--- src/design/ivpr_pkg.sv ---
// Purpose: Shared constants for the interrupt vector priority resolver
// Assumes: APB register window with 32-bit data, byte addresses below 8'h20
// Notes: Vector numbers index a 64-entry request space; unused entries stay zero
package ivpr_pkg;

  // Register byte offsets
  localparam logic [7:0] OFS_PRIO_A = 8'h00;
  localparam logic [7:0] OFS_PRIO_B = 8'h04;
  localparam logic [7:0] OFS_RESULT = 8'h08;
  localparam logic [7:0] OFS_EVT_STAT = 8'h0c;
  localparam logic [7:0] OFS_EVT_MASK = 8'h10;

  // Values after reset
  localparam logic [7:0] RST_PRIO = 8'h00;
  localparam logic [1:0] RST_EVT = 2'h0;

  // Vector numbers of the first source in each run
  localparam int VEC_NMI = 7;
  localparam int VEC_IRQ0 = 12;
  localparam int VEC_WDT = 20;
  localparam int VEC_REFRESH = 21;
  localparam int VEC_TIMER0 = 24;
  localparam int VEC_DMA0 = 44;
  localparam int VEC_SER0 = 52;
  localparam int VEC_SER1 = 56;
  localparam int VEC_ADC = 60;
  localparam int TIMER_STRIDE = 4;
  localparam int TIMER_CHANNELS = 5;
  localparam int SER_SOURCES = 4;

  // Each table entry is four bytes wide
  localparam int VEC_ADDR_SHIFT = 2;

  // Group priority bit positions in word A
  localparam int PA_IRQ0 = 7;
  localparam int PA_IRQ1 = 6;
  localparam int PA_IRQ23 = 5;
  localparam int PA_IRQ45 = 4;
  localparam int PA_WDT_REF = 3;
  localparam int PA_TIMER0 = 2;

  // Group priority bit positions in word B
  localparam int PB_TIMER3 = 7;
  localparam int PB_DMA = 5;
  localparam int PB_SER0 = 3;
  localparam int PB_SER1 = 2;
  localparam int PB_ADC = 1;

  // Result register fields
  localparam int RES_LVL_BIT = 6;
  localparam int RES_VALID_BIT = 7;
  localparam int RES_ADDR_LSB = 16;

  // Event status bits
  localparam int EVT_NEW_WIN = 0;
  localparam int EVT_NMI = 1;

  // Pin synchroniser depth
  localparam int SYNC_STAGES = 3;

endpackage

--- src/design/ivpr_pin_sync.sv ---
// Purpose: Bring asynchronous request pins into the MCLK domain
// Assumes: Pins are level signals, active high after board inversion
// Notes: The filtered value only moves once the second and third stages agree
`timescale 1ns/1ps
module ivpr_pin_sync
  import ivpr_pkg::*;
#(
  parameter int WIDTH = 1
) (
  // Clock and reset
  input wire logic MCLK,
  input wire logic SRST,
  // Pins and filtered result
  input wire logic [WIDTH-1:0] PIN_IN,
  output logic [WIDTH-1:0] PIN_OUT
);

  logic [WIDTH-1:0] s1_q;
  logic [WIDTH-1:0] s2_q;
  logic [WIDTH-1:0] s3_q;
  logic [WIDTH-1:0] out_q;
  logic [WIDTH-1:0] out_d;

  // Keep the old value where the late stages disagree, which hides one-cycle glitches
  assign out_d = (s2_q & s3_q) | (out_q & (s2_q ^ s3_q));
  assign PIN_OUT = out_q;

  // Three-stage chain; the first stage feeds only the second
  always_ff @(posedge MCLK) begin
    if (SRST) begin
      s1_q <= '0;
      s2_q <= '0;
      s3_q <= '0;
      out_q <= '0;
    end else begin
      s1_q <= PIN_IN;
      s2_q <= s1_q;
      s3_q <= s2_q;
      out_q <= out_d;
    end
  end

endmodule

--- src/design/ivpr_top.sv ---
// Purpose: Rank pending interrupt requests and hand one vector to the CPU core
// Assumes: Requests are active-high levels already gated by their own enables
// Notes: One cycle from an on-chip request to the registered vector outputs; pin requests take five through the synchroniser
// Functional notes
// - With default order, lower vector number beats any higher one.
// - Nonmaskable request is always top and ignores the priority words.
// - After reset all group bits are zero, giving the default order.
// - Table entry is four bytes at four times the vector; 16 address bits.
// - Nonmaskable uses 7, pin requests 0..5 use 12..17, 18-19 reserved.
// - Watchdog 20, refresh 21, timer n uses 24+4n, 25+4n, 26+4n.
// - DMA ends use 44..47, 48..51 reserved, converter done uses 60.
// - Serial channel 0 uses 52..55, channel 1 uses 56..59, fixed order.
// - Priority bits are shared per source group as listed.
// - Group bit one ranks above every group bit zero.
// - Equal levels fall back to the vector-number order.
//
// Added by the designer: the APB slave port and the placing of the registers.
`timescale 1ns/1ps
module ivpr_top
  import ivpr_pkg::*;
(
  // Clock and reset
  input wire logic MCLK,
  input wire logic SRST,
  // APB slave
  input wire logic PSEL,
  input wire logic PENABLE,
  input wire logic PWRITE,
  input wire logic [7:0] PADDR,
  input wire logic [31:0] PWDATA,
  output logic [31:0] PRDATA,
  output logic PREADY,
  output logic PSLVERR,
  // Pin requests
  input wire logic NMI_REQ,
  input wire logic [5:0] IRQ_REQ,
  // On-chip requests
  input wire logic WATCHDOG_INTERVAL_REQ,
  input wire logic REFRESH_COMPARE_REQ,
  input wire logic [14:0] TIMER_REQ,
  input wire logic [3:0] DMA_END_REQ,
  input wire logic [7:0] SERIAL_REQ,
  input wire logic CONVERTER_DONE_REQ,
  // To the CPU core
  output logic [5:0] VEC_NUM,
  output logic VEC_LEVEL,
  output logic VEC_VALID,
  output logic [15:0] VEC_ADDR,
  // Event interrupt
  output logic IRQ_OUT
);

  logic [6:0] pin_sync;
  logic [63:0] req_vec;
  logic [63:0] lvl_vec;
  logic [63:0] hi_vec;
  logic [4:0] timer_lvl;
  logic [5:0] win_d;
  logic lvl_d;
  logic valid_d;
  logic [7:0] group_priority_word_a_q;
  logic [7:0] group_priority_word_b_q;
  logic [5:0] vec_q;
  logic lvl_q;
  logic valid_q;
  logic [15:0] addr_q;
  logic nmi_prev_q;
  logic [1:0] evt_stat_q;
  logic [1:0] evt_stat_d;
  logic [1:0] evt_mask_q;
  logic [1:0] evt_set;
  logic [31:0] prdata_q;
  logic [31:0] rd_mux;
  logic setup_ph;
  logic wr_en;
  logic addr_hit;
  logic hit_a;
  logic hit_b;
  logic hit_res;
  logic hit_stat;
  logic hit_mask;

  // Lowest set index, so lower vector numbers win ties
  function automatic logic [5:0] first_set(input logic [63:0] v);
    logic [5:0] idx;
    idx = 6'h00;
    for (int i = 63; i >= 0; i--) begin
      if (v[i]) begin
        idx = 6'(i);
      end
    end
    return idx;
  endfunction

  // Pins cross from outside the clock domain
  ivpr_pin_sync #(
    .WIDTH(7)
  ) u_pin_sync (
    .MCLK(MCLK),
    .SRST(SRST),
    .PIN_IN({IRQ_REQ, NMI_REQ}),
    .PIN_OUT(pin_sync)
  );

  // Place each source at its vector number
  always_comb begin
    req_vec = '0;
    req_vec[VEC_NMI] = pin_sync[0];
    for (int k = 0; k < 6; k++) begin
      req_vec[VEC_IRQ0 + k] = pin_sync[k + 1];
    end
    req_vec[VEC_WDT] = WATCHDOG_INTERVAL_REQ;
    req_vec[VEC_REFRESH] = REFRESH_COMPARE_REQ;
    for (int n = 0; n < TIMER_CHANNELS; n++) begin
      for (int k = 0; k < 3; k++) begin
        req_vec[VEC_TIMER0 + TIMER_STRIDE * n + k] = TIMER_REQ[3 * n + k];
      end
    end
    for (int k = 0; k < 4; k++) begin
      req_vec[VEC_DMA0 + k] = DMA_END_REQ[k];
    end
    for (int k = 0; k < SER_SOURCES; k++) begin
      req_vec[VEC_SER0 + k] = SERIAL_REQ[k];
      req_vec[VEC_SER1 + k] = SERIAL_REQ[SER_SOURCES + k];
    end
    req_vec[VEC_ADC] = CONVERTER_DONE_REQ;
  end

  // Timer channel group bits, 0..2 from word A and 3..4 from word B; a fixed list keeps every index in range
  assign timer_lvl = {group_priority_word_b_q[PB_TIMER3 - 1], group_priority_word_b_q[PB_TIMER3],
    group_priority_word_a_q[PA_TIMER0 - 2], group_priority_word_a_q[PA_TIMER0 - 1],
    group_priority_word_a_q[PA_TIMER0]};

  // Spread the shared group bits over their vectors; the nonmaskable entry has none
  always_comb begin
    lvl_vec = '0;
    lvl_vec[VEC_IRQ0] = group_priority_word_a_q[PA_IRQ0];
    lvl_vec[VEC_IRQ0 + 1] = group_priority_word_a_q[PA_IRQ1];
    for (int k = 2; k < 4; k++) begin
      lvl_vec[VEC_IRQ0 + k] = group_priority_word_a_q[PA_IRQ23];
      lvl_vec[VEC_IRQ0 + k + 2] = group_priority_word_a_q[PA_IRQ45];
    end
    lvl_vec[VEC_WDT] = group_priority_word_a_q[PA_WDT_REF];
    lvl_vec[VEC_REFRESH] = group_priority_word_a_q[PA_WDT_REF];
    for (int n = 0; n < TIMER_CHANNELS; n++) begin
      for (int k = 0; k < 3; k++) begin
        lvl_vec[VEC_TIMER0 + TIMER_STRIDE * n + k] = timer_lvl[n];
      end
    end
    for (int k = 0; k < 4; k++) begin
      lvl_vec[VEC_DMA0 + k] = group_priority_word_b_q[PB_DMA];
      lvl_vec[VEC_SER0 + k] = group_priority_word_b_q[PB_SER0];
      lvl_vec[VEC_SER1 + k] = group_priority_word_b_q[PB_SER1];
    end
    lvl_vec[VEC_ADC] = group_priority_word_b_q[PB_ADC];
  end

  // Two levels below the nonmaskable request; ties go by vector number
  assign hi_vec = req_vec & lvl_vec;
  assign valid_d = |req_vec;
  assign win_d = req_vec[VEC_NMI] ? 6'(VEC_NMI) :
    (|hi_vec) ? first_set(hi_vec) : first_set(req_vec);
  assign lvl_d = req_vec[VEC_NMI] | (|hi_vec);

  // Winner is registered so the core sees a stable vector for a whole cycle
  always_ff @(posedge MCLK) begin
    if (SRST) begin
      vec_q <= 6'h00;
      lvl_q <= 1'b0;
      valid_q <= 1'b0;
      addr_q <= 16'h0000;
    end else begin
      vec_q <= win_d;
      lvl_q <= lvl_d;
      valid_q <= valid_d;
      addr_q <= {8'h00, win_d, 2'b00};
    end
  end

  assign VEC_NUM = vec_q;
  assign VEC_LEVEL = lvl_q;
  assign VEC_VALID = valid_q;
  assign VEC_ADDR = addr_q;

  // APB decode; zero wait states, unmapped addresses answer with an error
  assign setup_ph = PSEL & ~PENABLE;
  assign hit_a = (PADDR == OFS_PRIO_A);
  assign hit_b = (PADDR == OFS_PRIO_B);
  assign hit_res = (PADDR == OFS_RESULT);
  assign hit_stat = (PADDR == OFS_EVT_STAT);
  assign hit_mask = (PADDR == OFS_EVT_MASK);
  assign addr_hit = hit_a | hit_b | hit_res | hit_stat | hit_mask;
  assign wr_en = PSEL & PENABLE & PWRITE & addr_hit;
  assign PREADY = 1'b1;
  assign PSLVERR = PSEL & PENABLE & ~addr_hit;

  // Read data is captured in the setup phase so it comes from a flop
  assign rd_mux = hit_a ? {24'h000000, group_priority_word_a_q} :
    hit_b ? {24'h000000, group_priority_word_b_q} :
    hit_res ? {addr_q, 8'h00, valid_q, lvl_q, vec_q} :
    hit_stat ? {30'h0, evt_stat_q} :
    hit_mask ? {30'h0, evt_mask_q} : 32'h00000000;
  assign PRDATA = prdata_q;

  // Events: a new winner appears, or the nonmaskable request rises
  assign evt_set[EVT_NEW_WIN] = valid_d & (~valid_q | (win_d != vec_q));
  assign evt_set[EVT_NMI] = pin_sync[0] & ~nmi_prev_q;
  // Setting beats a write-one clear in the same cycle
  assign evt_stat_d = (evt_stat_q & ~((wr_en & hit_stat) ? PWDATA[1:0] : 2'h0)) | evt_set;
  assign IRQ_OUT = |(evt_stat_q & evt_mask_q);

  // Priority words reset to the default order
  always_ff @(posedge MCLK) begin
    if (SRST) begin
      group_priority_word_a_q <= RST_PRIO;
      group_priority_word_b_q <= RST_PRIO;
    end else if (wr_en) begin
      if (hit_a) begin
        group_priority_word_a_q <= PWDATA[7:0];
      end
      if (hit_b) begin
        group_priority_word_b_q <= PWDATA[7:0];
      end
    end
  end

  // Event status, mask and read capture
  always_ff @(posedge MCLK) begin
    if (SRST) begin
      evt_stat_q <= RST_EVT;
      evt_mask_q <= RST_EVT;
      nmi_prev_q <= 1'b0;
      prdata_q <= 32'h00000000;
    end else begin
      evt_stat_q <= evt_stat_d;
      nmi_prev_q <= pin_sync[0];
      if (wr_en & hit_mask) begin
        evt_mask_q <= PWDATA[1:0];
      end
      if (setup_ph & ~PWRITE) begin
        prdata_q <= rd_mux;
      end
    end
  end

  // Helper copies of the ranked inputs, read only by the checks below
  logic [63:0] chk_req_q;
  logic [63:0] chk_lvl_q;
  always_ff @(posedge MCLK) begin
    if (SRST) begin
      chk_req_q <= '0;
      chk_lvl_q <= '0;
    end else begin
      chk_req_q <= req_vec;
      chk_lvl_q <= lvl_vec;
    end
  end
endmodule

--- config.mk ---
export PLATFORM = sky130hd
export DESIGN_NAME = ivpr_top
export DESIGN_NICKNAME = d
export VERILOG_FILES = /design/src/design/ivpr_pkg.sv /design/src/design/ivpr_pin_sync.sv /design/src/design/ivpr_top.sv
export SDC_FILE = /design/constraint.sdc
export NUM_CORES = 1
export LEC_CHECK = 0
export BUFFER_PORTS_ARGS = -buffer_cell sky130_fd_sc_hd__buf_2
export CELL_PAD_IN_SITES_DETAIL_PLACEMENT = 0
export CELL_PAD_IN_SITES_GLOBAL_PLACEMENT = 1
export CORE_ASPECT_RATIO = 1.1
export CORE_UTILIZATION = 36
export DETAILED_ROUTE_END_ITERATION = 16
export PLACE_DENSITY = 0.83
export SLEW_MARGIN = 20
export SYNTH_ARGS = -nofsm -noshare
export SYNTH_HDL_FRONTEND = slang
export SYNTH_HIERARCHICAL = 1
export SYNTH_SLANG_ARGS = --single-unit
--- constraint.sdc ---
create_clock -name MCLK -period 2.85 [get_ports MCLK]
set_input_delay 0.1425 -clock MCLK [delete_from_list [all_inputs] [get_ports MCLK]]
set_output_delay 0.1425 -clock MCLK [all_outputs]
set_load 0.01 [all_outputs]
# Yosys cells after proc, flatten, opt, wreduce, memory -nomap -nowiden
# Cells that the tools add are included.
# totals
ff_bits	99
wordCells	163
# classes
n_eq_ne	5
mux	108
n_bitwise	30
reduce_logical	6
# ops
operator	count
$mux W6	102
$mux W32	3
$reduce_or A64 Y1	1
$and A61 B61 Y61	1
$reduce_or A37 Y1	1
$eq A8 B4 Y1 const B	2
$and A7 B7 Y7	2
$and A1 B1 Y1	10
$eq A8 B3 Y1 const B	1
$eq A8 B5 Y1 const B	1
$logic_not A8 Y1	1
$or A7 B7 Y7	1
$xor A7 B7 Y7	1
$mux W2	3
$ne A6 B6 Y1	1
$or A1 B1 Y1	6
$not A1 Y1	5
$and A2 B2 Y2	2
$reduce_and A2 Y1	2
$not A2 Y2	1
$or A2 B2 Y2	1
$reduce_or A2 Y1	1

# Logic depth before layout (Yosys ltp)
# depth
ltp_word	70
depth_mapped	10
ltp_nobuf	8

# Modules after synthesis
# The synthesis kept the hierarchy.
# by_module_without_submodules
module	instances	cells_per_inst	area_per_inst_um2	seq_area_each_um2
ivpr_top	1	433	3189.3	860.8
ivpr_pin_sync	1	73	939.7	560.5

# Worst setup path before layout
# OpenSTA, ideal clock, no wires.
# synth_timing
kind	input to register
from	in SERIAL_REQ[0]
to	reg evt_stat_q[0]
setup_time_ns	0.135
arrival_ns	2.472
setup_slack_ns	0.244
path_stages	9
n_path_buf	1
path_cell_list	or4_4 > a221o_1 > or4_4 > buf_6 > a32oi_2 > a21oi_1 > or3_1 > xnor2_1 > a41oi_1
# synth_between
elab_chain_cells	60
# synth_lines
element	line_no	source
start, declared	ivpr_top.sv:42	input wire logic [7:0] SERIAL_REQ,
$and A61 B61 Y61	ivpr_top.sv:159	assign hi_vec = req_vec & lvl_vec;
$mux W6 (53 in a row)	ivpr_top.sv:88	if (v[i]) begin
$mux W6	ivpr_top.sv:162	(|hi_vec) ? first_set(hi_vec) : first_set(req_vec);
$mux W6	ivpr_top.sv:161	assign win_d = req_vec[VEC_NMI] ? 6'(VEC_NMI) :
$ne A6 B6 Y1	ivpr_top.sv:206	assign evt_set[EVT_NEW_WIN] = valid_d & (~valid_q | (win_d != vec_q));
$or A1 B1 Y1	ivpr_top.sv:206	
$and A1 B1 Y1 *	ivpr_top.sv:206	
$or A2 B2 Y2 *	ivpr_top.sv:209	assign evt_stat_d = (evt_stat_q & ~((wr_en & hit_stat) ? PWDATA[1:0] : 2'h0)) | evt_set;
end signal, assigned	ivpr_top.sv:235	evt_stat_q <= evt_stat_d;
end, declared	ivpr_top.sv:68	logic [1:0] evt_stat_q;
# Every way passes the cells marked *; elsewhere a longest branch is shown, timed or not.
# A chain may end at the register's enable or synchronous reset.

# Worst setup path after layout
# layout_timing
from	reg u_pin_sync.out_q[5], in the netlist u_pin_sync/PIN_OUT[5]
to	reg evt_stat_q[0]
# layout_between
elab_chain_cells	24
# layout_lines
element	line_no	source
start, declared	ivpr_pin_sync.sv:21	logic [WIDTH-1:0] out_q;
start signal, assigned	ivpr_pin_sync.sv:39	out_q <= out_d;
$and A61 B61 Y61	ivpr_top.sv:159	
$mux W6 (17 in a row)	ivpr_top.sv:88	
$mux W6	ivpr_top.sv:162	
$mux W6	ivpr_top.sv:161	
$ne A6 B6 Y1	ivpr_top.sv:206	
$or A1 B1 Y1	ivpr_top.sv:206	
$and A1 B1 Y1 *	ivpr_top.sv:206	
$or A2 B2 Y2 *	ivpr_top.sv:209	
# Marked as above.

==> metrics.md <==
| Metric | Value |
|---|---|
| Sink Count | 71 |
| GRT met3 Usage | 0.03073 |
| Routability Congestion | 0.9368 |
| Async set-reset flop share out of synthesis | 0 |
| Layout Utilization | 0.4437 |
| Top post-synthesis cells by area | dfxtp_1, buf_4, mux2i_1, nor2_1, a21oi_1 |
| Post-synth top flop | dfxtp_1 |
| Achievable frequency | 0.3901 GHz |
| Lkg Pwr | 2.122 nW |
| Crit path required time | 3.05 ns |
| Total Power | 2.318 mW |
| Routed Antenna Nets | 0 |
| Global route total overflow | 0 |
| Register bit count reported by yosys | 71 |
| Core box area | 11060 sq um |
| HPWL Detailed | 8549 um |
| Overall die width | 104.1 um |
| Startpoint Class | flop |
| Initial antenna violation count | 0 |
| Initial DRC Count | 383 |
| Final Setup Violations | 0 |
| Hold WS | 0.01794 ns |
| Via Count | 3968 |
| CP Max Fanout | 7 |
| List of most frequent post-synthesis cells | dfxtp_1, nor2_1, nand2_1 |
| CTS root buf | clkbuf_16 |
| Routing usage on met1 | 0.2525 |
| CTS Hold Bufs | 0 |
| H-tree levels | 3 |
| Layout cells sized above 1 | 0.2446 |
| Drt wl/cell | 15.09 um |
| Top cell type's share of synthesized area | 0.3442 |
| Leading area contributor after synthesis | dfxtp_1 |
| Count of pins over their slew limit | 0 |
| First-pass GRT wire length | 18480 um |
| Yosys Warn Count | 6 |
| Critical Path AT | 2.76 ns |
| CP Class | flop to flop |
| Max-cap violations | 0 |
| Cell Count Post-Placement | 728 |
| Post-Syn Area | 4129 sq um |
| Worst Hold Class | input pin to flop |
| Pin count of the biggest net entering global routing | 48 |
| Hold Path End | u_pin_sync/s1_q[2] |
| Final worst slack | 0.2865 ns |
| Ant. Diodes | 0 |
| R2R depth | 8 |
| Final Hold Vio Count | 0 |
| CTS resizes | 0 |
| Register area share after synthesis | 0.3442 |
| DRC Markers | 0 |
| Wirelength, routed | 11230 um |
| RSZ-0062 raised after global routing | false |
| Via density | 5.333 |
| Post-synth EDFFs | 0 |
| Slew margin rel. | 0.5322 |
| CTS Buffer Depth | 2 |
| Status | completed |
| Placed Area | 4624 sq um |
| Min Tclk post-route | 2.563 ns |
| Cell area power density | 472.4 nW/um^2 |
| CTS tree | done |
| DIE HEIGHT | 114.3 um |
| Grt met2 use | 0.3227 |
| CTS Buf Count | 9 |
| Number of port buffers | 87 |
| Mean Syn Cell Area | 8.160 sq um |
| Place WS | 0.04567 ns |
| GR Util All Layers | 0.1921 |
| Nets@finish | 681 |
| Post-layout instance area | 4907 sq um |
| Cell with the most instances after synthesis | dfxtp_1 |
| Busiest grt layer | met2 |
| Non-filler cells, final | 744 |
| IO Pins | 141 |
| FF-to-FF Start | u_pin_sync/PIN_OUT[5] |
| Tightest Pin Transition | 0.6952 ns |
| Number of global-route vias before repair | 3780 |
| Initial core utilization | 0.3733 |
| Worst vdd ir | 0.3976 mV |
| Cell Rows | 40 |
| Die ar. | 11900 sq um |
| Setup crit end kind | flop |
| Skew final | 0.007050 ns |
| Critical R2R Capture | evt_stat_q[0] |
| Synthesized instance count | 506 |
| Distinct cell type count after synthesis | 61 |
| Clock Latency Late Sink | 0.33 ns |
| Detailed Routing Iterations Pass 1 | 5 |
| Hold-critical path depth | 2 |
| Setup total negative slack | 0 ns |
| Post-CTS setup buffer count | 0 |
| Area grow syn2layout | 18.85% |
| HP Start | IRQ_REQ[1] |
| Clock transition at the registers of the reported paths | 0.06 ns |
| R2R setup slack | 0.29 ns |
| Final period util | 0.8995 |
## per-layer routing
| metal | share of wire | up-vias | routed length, um |
|---|---|---|---|
| met5 | 0 | - | 0 |
| met1 | 0.46 | 1852 | 5135 |
| met3 | 0.050 | 16 | 560 |
| li1 | - | 1946 | - |
| met2 | 0.48 | 154 | 5346 |
| met4 | 0.017 | 0 | 187 |
## layout by cell type, fill, tap and decap left out, drive strengths merged, types with 8 or more instances in the layout
master / netlist / routed
o21ai: 33 / 33
nor2b: 27 / 27
conb: 2 / 29
nand3: 19 / 19
nor3: 18 / 18
mux2i: 25 / 25
clkbuf: 19 / 10
nor2: 53 / 53
dfxtp: 71 / 71
a21oi: 34 / 34
nand2: 40 / 40
nor4: 9 / 9
buf: 41 / 108
o31ai: 8 / 8
## sequential cells by signal, indices dropped and copies added (netlist names)
name,flops
u_pin_sync/s1_q,7
evt_stat_q,2
VEC_LEVEL,1
PRDATA,14
group_priority_word_a_q,8
evt_mask_q,2
group_priority_word_b_q,8
u_pin_sync/PIN_OUT,7
VEC_VALID,1
VEC_ADDR,6
u_pin_sync/s3_q,7
nmi_prev_q,1
u_pin_sync/s2_q,7
## where the power goes
part           switching, mW  leakage (nW)  internal, mW
registers             0.0147         0.578          1.01
logic                  0.145          1.41        0.0878
clock network          0.443         0.139         0.616
## cell families (layout without fill, tap and decap cells)
family / after synthesis / after routing / share of synthesized area
compound gates: 124 / 124 / 0.1942
xor+xnor: 6 / 6 / 0.01273
fa+ha+maj: 7 / 7 / 0.02121
buf+inv: 66 / 130 / 0.1012
flops: 71 / 71 / 0.3442
mux: 25 / 25 / 0.06061
other cells: 2 / 29 / 0.001819
simple gates: 205 / 205 / 0.2639
## area by class of cell
type                            count  area (sq um)
Sequential cell                    71          1421
Clock buffer                       10         239.0
Inverter                            6         22.52
Timing Repair Buffer              108         605.6
Clock inverter                      6         43.79
Multi-Input combinational cell    396          2391
Tap cell                          147         183.9
Fill cell                        1137          6153
## how the worst max path moves through the flow
| stage | start | endpoint | slack (ns) | cells past startpoint |
|---|---|---|---|---|
| after floorplan | SERIAL_REQ[0] | evt_stat_q[0] | 0.24 | 9 |
| after detailed placement | SERIAL_REQ[0] | evt_stat_q[0] | 0.05 | 9 |
| after global placement | SERIAL_REQ[0] | evt_stat_q[0] | 0.05 | 9 |
| final | u_pin_sync/PIN_OUT[5] | evt_stat_q[0] | 0.29 | 8 |
| after global routing | u_pin_sync/PIN_OUT[5] | evt_stat_q[0] | 0.18 | 8 |
| after CTS | u_pin_sync/PIN_OUT[5] | evt_stat_q[0] | 0.29 | 8 |
## worst max-delay path, stage by stage (launching register included)
cell and delay [ns]:
dfxtp_1 0.31, o21ai_0 0.42, nand4_1 0.27, or4_4 0.54, a32oi_2 0.19, a21oi_1 0.06
or3_1 0.39, xnor2_1 0.15, a41oi_1 0.11
Power figures use the tool's default switching activity.
